--- config.mk ---
export PLATFORM = sky130hd
export DESIGN_NAME = pxra_addresser
export DESIGN_NICKNAME = d
export VERILOG_FILES = /design/src/design/pxra_pkg.sv /design/src/design/pxra_addresser.sv /design/src/design/pxra_pair_walk.sv /design/src/design/pxra_skip_step.sv
export SDC_FILE = /design/constraint.sdc
export NUM_CORES = 1
export LEC_CHECK = 0
export CORE_MARGIN = 2
export CORE_UTILIZATION = 40
export CTS_CLUSTER_DIAMETER = 60
export DETAILED_ROUTE_END_ITERATION = 10
export DONT_BUFFER_PORTS = 1
export PLACE_DENSITY_LB_ADDON = 0.25
export SYNTH_ARGS = -nofsm -noshare
export SYNTH_HDL_FRONTEND = slang
export SYNTH_SLANG_ARGS = --single-unit
--- constraint.sdc ---
create_clock -name mclk -period 5.4 [get_ports mclk]
set_input_delay 0.54 -clock mclk [delete_from_list [all_inputs] [get_ports mclk]]
set_output_delay 0.54 -clock mclk [all_outputs]
set_load 0.05 [all_outputs]
--- src/design/pxra_pkg.sv ---
// Package with constants and carrier types for the pixel array addresser.
package pxra_pkg;

    // Pixel clock and row blanking timing.
    localparam int    CLK_PERIOD_PS  = 4000;
    localparam int    PIX_PERIOD_NS  = 25;
    localparam int    PIX_RATE_MHZ   = 40;
    localparam int    PIX_PERIOD_PS  = 1000000 / PIX_RATE_MHZ;
    localparam int    BLANK_NS       = 7200;
    localparam int    BLANK_CYCLES   = (BLANK_NS * 1000) / CLK_PERIOD_PS;
    localparam int    PIX_CYCLES     = PIX_PERIOD_PS / CLK_PERIOD_PS;

    // Window start quantisation and ranges.
    localparam int    START_STEP     = 24;
    localparam int    COL_STARTS     = 99;
    localparam int    ROW_STARTS     = 138;
    localparam int    BLOCK_WIDTH    = 24;
    localparam int    PAIR_READ      = 2;
    localparam int    COL_ADDR_W     = 12;
    localparam int    ROW_ADDR_W     = 12;
    localparam int    COL_START_W    = 7;
    localparam int    ROW_START_W    = 8;
    localparam int    ACTIVE_COLS    = 2210;
    localparam int    ACTIVE_ROWS    = 3002;

    // Skip code field positions in the array configuration byte.
    localparam int    COL_SKIP_LSB   = 2;
    localparam int    ROW_SKIP_LSB   = 5;
    localparam int    SKIP_W         = 3;

    // Addressing steps for each skip code.
    localparam logic [4:0] STEP_A = 5'h02;
    localparam logic [4:0] STEP_B = 5'h04;
    localparam logic [4:0] STEP_C = 5'h06;
    localparam logic [4:0] STEP_D = 5'h08;
    localparam logic [4:0] STEP_E = 5'h0c;

    // Nondestructive modes that force two-sided row drive.
    localparam logic [1:0] READ_MODE_1 = 2'h1;
    localparam logic [1:0] READ_MODE_2 = 2'h2;

    // Row phase states of the sequencer.
    typedef enum logic [1:0] {ST_IDLE, ST_BLANK, ST_PIXELS} pxra_phase_e;

    // Readout configuration carried together.
    typedef struct packed {
        logic [COL_START_W-1:0] colStart;
        logic [ROW_START_W-1:0] rowStart;
        logic [SKIP_W-1:0]      columnSkipCode;
        logic [SKIP_W-1:0]      rowSkipCode;
        logic [ROW_ADDR_W-1:0]  rowsPerFrame;
        logic [COL_ADDR_W-1:0]  pairsPerRow;
        logic [ROW_ADDR_W-1:0]  integRows;
        logic                   twoSidedDrive;
        logic                   nondestructiveReadout;
        logic [1:0]             readMode;
    } pxra_cfg_s;

    // Row drive outputs.
    typedef struct packed {
        logic [ROW_ADDR_W-1:0] readRow;
        logic [ROW_ADDR_W-1:0] resetRow;
        logic                  selectTop;
        logic                  selectBottom;
        logic                  rowReset;
        logic                  resetEnable;
    } pxra_row_s;

endpackage

--- src/design/pxra_addresser.sv ---
// Row and column addressing sequencer of the rolling-shutter pixel array.
module pxra_addresser
    import pxra_pkg::*;
(
    // Clock and reset.
    input  wire logic                   mclk,
    input  wire logic                   rst,
    // Controller pulses from pins.
    input  wire logic                   frameStartPin,
    input  wire logic                   rowAdvancePin,
    // Configuration.
    input  wire pxra_cfg_s              cfg,
    input  wire logic [7:0]             arrayConfig,
    // Column addressing.
    output logic      [COL_ADDR_W-1:0]  colPair,
    output logic                        pixelValid,
    output logic                        pixelStrobe,
    // Row drive.
    output pxra_row_s                   rowDrive,
    // Status.
    output logic                        rowBlanking,
    output logic                        frameDone
);

    localparam logic [10:0] BLANK_CNT = 11'(BLANK_CYCLES);
    localparam logic [3:0] PIX_CNT = 4'(PIX_CYCLES);

    // Whole state of the sequencer.
    typedef struct packed {
        logic [1:0]            fsSync;
        logic [1:0]            raSync;
        logic                  raPrev;
        logic                  fsPrev;
        pxra_phase_e           phase;
        logic [10:0]           blankCnt;
        logic [3:0]            pixCnt;
        logic [COL_ADDR_W-1:0] pairsLeft;
        logic [ROW_ADDR_W-1:0] rowsLeft;
        logic [ROW_ADDR_W-1:0] readRow;
        logic [ROW_ADDR_W-1:0] resetRow;
        logic                  resetSpent;
        logic                  rowStarted;
        logic [COL_ADDR_W-1:0] colAddr;
        logic                  strobe;
        logic                  valid;
        logic                  blanking;
        logic                  done;
        logic                  rowRst;
    } pxra_state_s;

    pxra_state_s q;
    pxra_state_s d;

    logic [SKIP_W-1:0]     colSkip;
    logic [SKIP_W-1:0]     rowSkip;
    logic [4:0]            colStep;
    logic [4:0]            rowStep;
    logic                  fsPulse;
    logic                  raPulse;
    logic [COL_ADDR_W-1:0] colStartAddr;
    logic [ROW_ADDR_W-1:0] rowStartAddr;
    logic [ROW_ADDR_W-1:0] rowAddr;
    logic                  bothSides;
    logic                  rowStep1;

    // Each direction has its own skip field in the configuration byte.
    assign colSkip = arrayConfig[COL_SKIP_LSB +: SKIP_W];
    assign rowSkip = arrayConfig[ROW_SKIP_LSB +: SKIP_W];

    // Edge detection only reads the second synchroniser stage.
    assign fsPulse = q.fsSync[1] & ~q.fsPrev;
    assign raPulse = q.raSync[1] & ~q.raPrev;

    // Start codes above the last legal one are clamped, then scaled by 24.
    always_comb
    begin
        logic [COL_START_W-1:0] cs;
        logic [ROW_START_W-1:0] rs;
        cs = cfg.colStart;
        rs = cfg.rowStart;
        if (cs > COL_START_W'(COL_STARTS - 1))
            cs = COL_START_W'(COL_STARTS - 1);
        if (rs > ROW_START_W'(ROW_STARTS - 1))
            rs = ROW_START_W'(ROW_STARTS - 1);
        // Column address counts pairs, so a 24-pixel step is 12 pairs.
        colStartAddr = COL_ADDR_W'(cs) * COL_ADDR_W'(START_STEP / 2);
        rowStartAddr = ROW_ADDR_W'(rs) * ROW_ADDR_W'(START_STEP);
    end

    // Column walker counts odd/even pairs; the pair itself is two pixels.
    pxra_skip_step u_colStep
    (
        .skipCode (colSkip),
        .step     (colStep)
    );

    pxra_skip_step u_rowStep
    (
        .skipCode (rowSkip),
        .step     (rowStep)
    );

    // Rows are walked in pairs: an advance moves one row, or step minus one after the
    // second row of a pair, except the first of a frame, which reads the preset start row itself.
    assign rowStep1 = raPulse & q.rowStarted;

    pxra_pair_walk #(.W(ROW_ADDR_W)) u_rowWalk
    (
        .mclk      (mclk),
        .rst       (rst),
        .load      (fsPulse),
        .startAddr (rowStartAddr),
        .advance   (rowStep1),
        .step      (rowStep),
        .addr      (rowAddr),
        .second    ()
    );

    // Two-sided drive is forced by the bit or by nondestructive modes 1, 2.
    assign bothSides = cfg.twoSidedDrive
        | (cfg.nondestructiveReadout
           & (cfg.readMode == READ_MODE_1
              || cfg.readMode == READ_MODE_2));

    // Row sequencing: a blanking count, then pixel pairs per row.
    always_comb
    begin
        d = q;
        d.fsSync = {q.fsSync[0], frameStartPin};
        d.raSync = {q.raSync[0], rowAdvancePin};
        d.fsPrev = q.fsSync[1];
        d.raPrev = q.raSync[1];
        d.strobe = 1'b0;
        d.done   = 1'b0;
        d.rowRst = 1'b0;
        // Leaving nondestructive mode rearms its single pixel reset.
        if (!cfg.nondestructiveReadout)
            d.resetSpent = 1'b0;
        if (fsPulse)
        begin
            d.phase     = ST_IDLE;
            d.rowsLeft  = cfg.rowsPerFrame;
            d.rowStarted = 1'b0;
            d.valid     = 1'b0;
            d.blanking  = 1'b0;
        end
        if (raPulse)
        begin
            d.phase     = ST_BLANK;
            d.blanking  = 1'b1;
            d.valid     = 1'b0;
            d.blankCnt  = BLANK_CNT;
            d.pairsLeft = cfg.pairsPerRow;
            d.rowStarted = 1'b1;
        end
        else
        begin
            unique case (q.phase)
                ST_IDLE:
                    d.valid = 1'b0;
                ST_BLANK:
                begin
                    if (q.blankCnt <= 11'h001)
                    begin
                        d.phase    = ST_PIXELS;
                        d.blanking = 1'b0;
                        d.pixCnt   = PIX_CNT;
                        d.valid    = 1'b1;
                        // Double sampling resets each read; nondestructive
                        // mode resets only until one frame has been read.
                        d.rowRst   = ~cfg.nondestructiveReadout
                                   | ~q.resetSpent;
                    end
                    else
                        d.blankCnt = q.blankCnt - 11'h001;
                end
                ST_PIXELS:
                begin
                    if (q.pixCnt <= 4'h1)
                    begin
                        d.pixCnt = PIX_CNT;
                        d.strobe = 1'b1;
                        if (q.pairsLeft <= COL_ADDR_W'(1))
                        begin
                            d.phase = ST_IDLE;
                            d.valid = 1'b0;
                            if (q.rowsLeft <= ROW_ADDR_W'(1))
                            begin
                                d.done      = 1'b1;
                                d.resetSpent = cfg.nondestructiveReadout;
                            end
                            d.rowsLeft = q.rowsLeft - ROW_ADDR_W'(1);
                        end
                        d.pairsLeft = q.pairsLeft - COL_ADDR_W'(1);
                    end
                    else
                        d.pixCnt = q.pixCnt - 4'h1;
                end
                default:
                    d.phase = ST_IDLE;
            endcase
        end
        // Each strobe reads one odd/even pair, then skips the rest of the
        // step; counted in pairs that is half the pixel step.
        if (raPulse)
            d.colAddr = colStartAddr;
        else if (q.strobe)
            d.colAddr = q.colAddr + COL_ADDR_W'(colStep[4:1]);
        // Reset pointer leads the readout pointer by the integration rows.
        d.readRow  = rowAddr;
        d.resetRow = rowAddr + cfg.integRows;
    end

    always_ff @(posedge mclk or posedge rst)
    begin
        if (rst)
            q <= '0;
        else
            q <= d;
    end

    // Outputs come from state flip-flops, except resetEnable and the bothSides gate on selectBottom, which follow cfg directly.
    assign colPair                = q.colAddr;
    assign pixelValid             = q.valid;
    assign pixelStrobe            = q.strobe;
    assign rowBlanking            = q.blanking;
    assign frameDone              = q.done;
    assign rowDrive.readRow       = q.readRow;
    assign rowDrive.resetRow      = q.resetRow;
    assign rowDrive.selectTop     = q.valid;
    assign rowDrive.selectBottom  = q.valid & bothSides;
    assign rowDrive.rowReset      = q.rowRst;
    assign rowDrive.resetEnable   = ~cfg.nondestructiveReadout;

    // Width check constant: active width minus two is a multiple of 24.
    localparam int WIDTH_REM = (ACTIVE_COLS - 2) % BLOCK_WIDTH;

    a_width_block: assert property (@(posedge mclk) disable iff (rst)
        WIDTH_REM == 0)
        else $error("Array width is not a 24 multiple plus two.");

    a_blank_len: assert property (@(posedge mclk) disable iff (rst)
        (raPulse ##1 !raPulse [*8]) |-> rowBlanking)
        else $error("Row blanking ended too early.");

    a_pix_period: assert property (@(posedge mclk) disable iff (rst)
        pixelStrobe |-> ##1 !pixelStrobe ##1 !pixelStrobe ##1 !pixelStrobe)
        else $error("Pixel strobes closer than one pixel period.");

    a_col_preset: assert property (@(posedge mclk) disable iff (rst)
        raPulse |=> colPair == $past(colStartAddr))
        else $error("Column start not preset on row advance.");

    a_row_preset: assert property (@(posedge mclk) disable iff (rst)
        fsPulse |=> ##1 rowDrive.readRow == $past(rowStartAddr, 2))
        else $error("Row start not preset on frame start.");

    a_start_range: assert property (@(posedge mclk) disable iff (rst)
        colStartAddr <= COL_ADDR_W'((COL_STARTS - 1) * START_STEP / 2))
        else $error("Column start beyond last legal code.");

    a_skip_e: assert property (@(posedge mclk) disable iff (rst)
        colSkip[2] |-> colStep == STEP_E)
        else $error("Upper skip codes must step twelve.");

    a_two_side: assert property (@(posedge mclk) disable iff (rst)
        (cfg.twoSidedDrive && pixelValid) |-> rowDrive.selectBottom)
        else $error("Two-sided drive not applied.");

    a_single_reset: assert property (@(posedge mclk) disable iff (rst)
        (rowDrive.rowReset && cfg.nondestructiveReadout) |-> !q.resetSpent)
        else $error("Nondestructive row reset outside first read.");

    a_ptr_gap: assert property (@(posedge mclk) disable iff (rst)
        1'b1 |=> rowDrive.resetRow - rowDrive.readRow == $past(cfg.integRows))
        else $error("Reset pointer gap differs from integration rows.");

    c_row_done: cover property (@(posedge mclk) disable iff (rst) frameDone);
    c_skip_b: cover property (@(posedge mclk) disable iff (rst)
        pixelStrobe && colSkip == 3'h1);
    c_both: cover property (@(posedge mclk) disable iff (rst)
        rowDrive.selectBottom);
    c_reuse_read: cover property (@(posedge mclk) disable iff (rst)
        pixelValid && q.resetSpent);

endmodule

--- src/design/pxra_pair_walk.sv ---
// Pair walker: reads two adjacent positions then jumps the rest of a step.
module pxra_pair_walk
    import pxra_pkg::*;
#(
    parameter int W = 12
)
(
    // Clock and reset.
    input  wire logic         mclk,
    input  wire logic         rst,
    // Control.
    input  wire logic         load,
    input  wire logic [W-1:0] startAddr,
    input  wire logic         advance,
    input  wire logic [4:0]   step,
    // Position out.
    output logic      [W-1:0] addr,
    output logic              second
);

    typedef struct packed {
        logic [W-1:0] addr;
        logic         second;
    } pxra_walk_s;

    pxra_walk_s q;
    pxra_walk_s d;

    // After the second of a pair, skip step minus one positions.
    always_comb
    begin
        d = q;
        if (load)
        begin
            d.addr   = startAddr;
            d.second = 1'b0;
        end
        else if (advance)
        begin
            if (q.second)
                d.addr = q.addr + W'(step) - W'(1);
            else
                d.addr = q.addr + W'(1);
            d.second = ~q.second;
        end
    end

    always_ff @(posedge mclk or posedge rst)
    begin
        if (rst)
            q <= '0;
        else
            q <= d;
    end

    assign addr   = q.addr;
    assign second = q.second;

endmodule

--- src/design/pxra_skip_step.sv ---
// Step size decoder for one subsampling direction.
module pxra_skip_step
    import pxra_pkg::*;
(
    // Skip code in.
    input  wire logic [SKIP_W-1:0] skipCode,
    // Step out.
    output logic      [4:0]        step
);

    // The top bit alone selects the widest step, low bits are ignored.
    always_comb
    begin
        unique casez (skipCode)
            3'b1??:  step = STEP_E;
            3'b000:  step = STEP_A;
            3'b001:  step = STEP_B;
            3'b010:  step = STEP_C;
            default: step = STEP_D;
        endcase
    end

endmodule

# == Word-level counts from Yosys, hierarchy flattened ==
# Cells that the tools add are included.
# totals
ff_bits,103
input_bits,73
out_inout_bits,44
elab_cells,125
# op_classes
addsub,9
n_mul,2
magnitude_cmp,6
n_eq_ne,10
muxes,50
bitwise,13
n_reduce_logical,14
# op_table
operator,count
two-way mux 12 bit,7
two-way mux 24 bit,2
two-way mux 13 bit,3
"subtractor 12 x 1 -> 12 bit, second input constant",3
case mux 4 bit (4 select lines),2
adder 12 x 4 -> 12 bit,2
"less-or-equal comparator 12 x 1 -> 1 bit, second input constant",2
two-way mux 11 bit,2
two-way mux 1 bit,18
two-way mux 2 bit,9
nonzero test 2 bit,7
"adder 12 x 1 -> 12 bit, second input constant",1
adder 12 bit,1
"less-or-equal comparator 11 x 1 -> 1 bit, second input constant",1
"subtractor 11 x 1 -> 11 bit, second input constant",1
"multiplier 7 x 2 -> 9 bit, second input constant",1
"multiplier 8 x 2 -> 9 bit, second input constant",1
"> comparator 8 bit, second input constant",1
two-way mux 4 bit,2
two-way mux 8 bit,1
case mux 4 bit (2 select lines),1
"> comparator 7 bit, second input constant",1
two-way mux 7 bit,1
"== test 3 x 1 -> 1 bit, second input constant",2
16 further kinds,32

# == Logic depth before layout (Yosys ltp) ==
# depth
ltp_word,7
depth_mapped,13

# == Modules after synthesis ==
# From an unflattened synthesis, not the netlist that was laid out.
# hier_totals
hier_cells,841
area_unflattened_um2,7364.6
# by_module_without_submodules
module,n_inst,cells_each,area_each_um2,seq_area_each_um2
pxra_addresser,1,619,5665.4,2252.2
pxra_pair_walk,1,208,1606.5,325.3
pxra_skip_step,2,7,46.3,0.0

# == Worst setup path after synthesis ==
# OpenSTA, ideal clock, no wires.
# synth_path
path_kind,input -> register
start,input arrayConfig[7]
end,register u_rowWalk.q (netlist bit u_rowWalk.addr[11])
setup_time_ns,0.134
arrival_time_ns,2.573
required_time_ns,5.266
slack_ns,2.693
stages,11
cell_sequence,or2_2 > ha_1 > inv_1 > ha_1 > fa_1 > a21oi_1 > o21a_1 > o211ai_1 > a31o_2 > a21oi_1 > o22ai_1
# synth_via
elab_chain_cells,7
word_cells_on_any_way,9
cone_classes,add/sub (2); eq/ne (2); mux (4); reduce/logical (1)
# synth_lines
item,line_no,source
from (decl),pxra_addresser.sv:13,"input wire logic [7:0] arrayConfig,"
== test 3 x 2 -> 1 bit (tied with other cells),pxra_skip_step.sv:14,unique casez (skipCode)
case mux 4 bit (4 select lines) (*),pxra_skip_step.sv:14,
adder 12 x 4 -> 12 bit (*),pxra_pair_walk.sv:41,d.addr = q.addr + W'(step) - W'(1);
subtractor 12 x 1 -> 12 bit (*),pxra_pair_walk.sv:41,
two-way mux 12 bit (*),pxra_pair_walk.sv:40,if (q.second)
two-way mux 13 bit (*),pxra_pair_walk.sv:38,else if (advance)
two-way mux 13 bit (*),pxra_pair_walk.sv:33,if (load)
to (signal assigned),pxra_pair_walk.sv:51,q <= '0;
to (signal assigned),pxra_pair_walk.sv:53,q <= d;
to (decl),pxra_pair_walk.sv:26,pxra_walk_s q;
# Every way passes the cells marked *; elsewhere a longest branch is shown, timed or not. The select of a mux whose other input is x is not followed.
# A chain may end at the register's enable or synchronous reset.

# == Worst setup path in the final report ==
# layout_path
start,register u_rowWalk.q (netlist bit u_rowWalk.addr[1])
end,register u_rowWalk.q (netlist bit u_rowWalk.addr[11])
# layout_via
elab_chain_cells,5
word_cells_on_any_way,6
cone_classes,add/sub (3); mux (3)
# layout_lines
item,line_no
adder 12 x 4 -> 12 bit,pxra_pair_walk.sv:41
subtractor 12 x 1 -> 12 bit,pxra_pair_walk.sv:41
two-way mux 12 bit (*),pxra_pair_walk.sv:40
two-way mux 13 bit (*),pxra_pair_walk.sv:38
two-way mux 13 bit (*),pxra_pair_walk.sv:33
# Marks and branches as above.

==> reports/metrics.cfg <==
[floorplan]
io_pins = 117
core_area_sq_um = 17060
start_util = 0.4049
fp.dieW_um = 135.4
die_area_sq_um = 18330
die_h_um = 135.4
rows = 48

[clocking]
tritoncts = built
holdBufCountCts = 0
cts_root_buf = clkbuf_16
numCtsBuffers = 9
cts_buffer_depth = 2
cts_setup_buffers = 0
clk_latency_ns = 0.35
cts_htree_levels = 3
cts.repair.resized = 0
clk_pin_slew_ns = 0.07
cts.sinks = 103

[synthesis]
post_synth.cell_area_avg_sq_um = 8.968
ys_ff_latch = 103
syn_inst = 770
synth_area_leader_cell = dfrtp_1
yosysSeqAreaShare = 0.3733
synth_top_cell_area_share = 0.3733
syn_area_sq_um = 6905
synth_cell_types = 60
synth_edf_count = 0
synth_area_leaders = dfrtp_1, ha_1, xnor2_1
syn_nets = 908
yosysWarningCount = 0
ys.flop_type = dfrtp_1
synthArstFlopShare = 1.000

[sta]
final-hold-violation-count = 0
whs_ns = 0.03251
setup-tns-final_ns = 0
finalCritPeriodShare = 0.5066
slew_violations = 0
min_period_ns = 2.736
fin_worst_skew_ns = 0.01298
worstMarginPinSlew_ns = 1.087
setup_viol = 0
max-slew-margin-rel = 0.2736
grt_setup_unrepaired = no
max_clock_freq_ghz = 0.3656

[critical_path]
path_cells = inv_1, ha_1, inv_1, ha_1, fa_1, a21oi_1, o21a_1, o211ai_1, a31o_2, a21oi_1, o22ai_1
worst_ep_required_time_ns = 5.60
startpoint_type = flip-flop
worst_setup_path_end_kind = flip-flop
critPathMaxFanout = 7
r2r_slack_ns = 2.66
r2r-start = u_rowWalk.addr[1]
critPathMaxStageDelay_ns = 0.50
worstSetupPathType = flip-flop to flip-flop
ff2ff_path_depth = 11
critical_path.startpoint = u_rowWalk.addr[1]
r2r-end = u_rowWalk.addr[11]
endpoint = u_rowWalk.addr[11]
arrival_ns = 2.94
crit_path_top_delay_cell = dfrtp_1

[global_routing]
grt_pass1_vias = 5014
grt_usage = 0.1697
grt-ovfl-total = 0
grt_pass1_wl_um = 25140
grt_start_max_net_pins = 76
antenna_found_initial = 0

[cells_and_area]
fill_cells = 1709
fin_nets = 862
drive_gt1_frac = 0.04938
final_util = 0.4175
seq_area_sq_um = 2577
num_antenna_cells = 0
multi_input_comb_area_sq_um = 3776
areaGrowthSynthToFinish_pct = 3.117
finalNonFillerCells = 954

[placement]
dp_cells = 938
dp.final_hpwl_um = 11310
portBuffers = 0
gp_congestion = 0.8485

[power]
power_switching_share = 0.4344
p_comb_frac = 0.300
clock_power_share = 0.216
ir_worst_vdd_mv = 0.2014
total_power_mw = 2.916
p_sw_mw = 1.267
seq_power_share = 0.484
leakage_nw = 3.080
power.density_nw_per_um2 = 409.5
p_int_mw = 1.649

[routing]
wl_um = 15220
drtIter0Drc = 242
viasPerCell = 5.506
wl_per_cell_um = 15.95
drt_pass1_iterations = 4
dr_total_vias = 5253
drc = 0
final_antenna_net_count = 0

[run_status]
outcome = finished clean

[hold_path]
hold_class = input pin to async pin

[flow_run]
drv_cap = 0

## area by class of cell
| type | count | area share |
|---|---|---|
| clock inverters | 7 | 0.007732 |
| clock buffers | 9 | 0.03163 |
| well taps | 225 | 0.03954 |
| inverters | 48 | 0.02565 |
| flip-flops and latches | 103 | 0.3620 |
| multi-input cells | 559 | 0.5303 |
| repair buffers | 3 | 0.003163 |
## cell usage in the layout (no fill, tap or decap), drive strengths merged, types with 3 or more instances in the layout
cell type,Yosys,layout
mux2i,3,3
a22oi,3,3
o211ai,7,7
dfrtp,103,103
o21a,5,5
o31ai,6,6
nor2,66,66
or2,6,6
fa,5,5
nor2b,12,12
a21oi,40,40
a21o,8,8
o21ai,54,54
a32oi,4,4
nand2b,12,12
inv,48,50
ha,60,60
or4,3,3
a311oi,4,4
and2,3,3
nand2,72,72
nor3,22,22
nor4,4,4
buf,42,3
o21bai,5,5
and3,6,6
or3,9,9
clkbuf,18,9
o41ai,4,4
clkinv,0,4
a221o,3,3
nand4,10,10
a2111oi,3,3
o22ai,4,4
a211oi,10,10
nand3,23,23
xor2,21,21
xnor2,38,38
a31oi,5,5
## synthesized netlist by cell type (all sizes together) (3+ instances only)
master	count
a21oi	40
o211ai	7
or2	6
a32oi	4
o21ai	54
mux2i	3
nor2	66
nand4	10
o31ai	6
a21o	8
or4	3
nor2b	12
and2	3
nor4	4
fa	5
nand2	72
a2111oi	3
xnor2	38
a211oi	10
or3	9
nor3	22
xor2	21
and3	6
a31oi	5
o41ai	4
a221o	3
o21a	5
buf	42
a311oi	4
o21bai	5
clkbuf	18
dfrtp	103
ha	60
nand3	23
nand2b	12
a22oi	3
o22ai	4
inv	48
## metal layers
layer	GRT usage	vias up	wire, um	share of wire
met5	0	-	0	0
met4	0.06076	0	206	0.014
met3	0.02993	15	646	0.042
met2	0.2659	117	7167	0.47
met1	0.2365	2551	7198	0.47
li1	-	2570	-	-
## how the worst min path moves through the flow
| stage | cells after the start | start | endpoint |
|---|---|---|---|
| finish | 1 | rst | rowDrive[5] |
| CTS | 1 | rst | rowDrive[17] |
| global route | 1 | rst | rowDrive[17] |
| floorplan | 0 | d[89] | d[84] |
| detailed placement | 0 | d[89] | d[84] |
| global placement | 0 | d[89] | d[84] |
## registers in the layout, summed over array words and instances, names as in the netlist
signal,cells
u_rowWalk.addr,12
q,45
colPair,12
pixelStrobe,1
u_rowWalk.second,1
rowDrive,25
frameDone,1
rowBlanking,1
pixelValid,1
d,4
## worst max-delay path, delay by kind of cell, from the launching register on
kind	cells	cell delay (ns)
fa+ha+maj	3	0.93
buf+inv	2	0.17
flops	1	0.50
compound gates	6	0.99
## logic make-up (layout without fill, tap and decap cells)
| group | after synthesis | in the layout | share of synthesized area |
|---|---|---|---|
| AOI/OAI and AO/OA | 179 | 179 | 0.1652 |
| adders and majority gates | 65 | 65 | 0.1232 |
| buffers and inverters | 108 | 67 | 0.08099 |
| DFF | 103 | 103 | 0.3733 |
| muxes | 4 | 4 | 0.005979 |
| and+or+nand+nor | 252 | 252 | 0.1765 |
| xor gates and xnor gates | 59 | 59 | 0.07483 |
## power by group through the flow
stage          clock network, mW  logic, mW  registers, mW
6_report                   0.629      0.875           1.41
3_5_place_dp                   0      0.865           1.43
3_3_place_gp                   0      0.830           1.42
2_1_floorplan                  0       1.15           1.06
5_1_grt                    0.682      0.994           1.44
4_1_cts                    0.655      0.873           1.41
## metrics by stage
step           setup WS [ns]  instance area (sq um)
6_report               2.664                   7121
5_1_grt                2.470                   7121
4_1_cts                2.649                   7121
3_5_place_dp           2.416                   6840
2_1_floorplan          2.156                   6905
3_3_place_gp           2.518                   6840
Note: power is estimated with default switching activity, not from simulation.
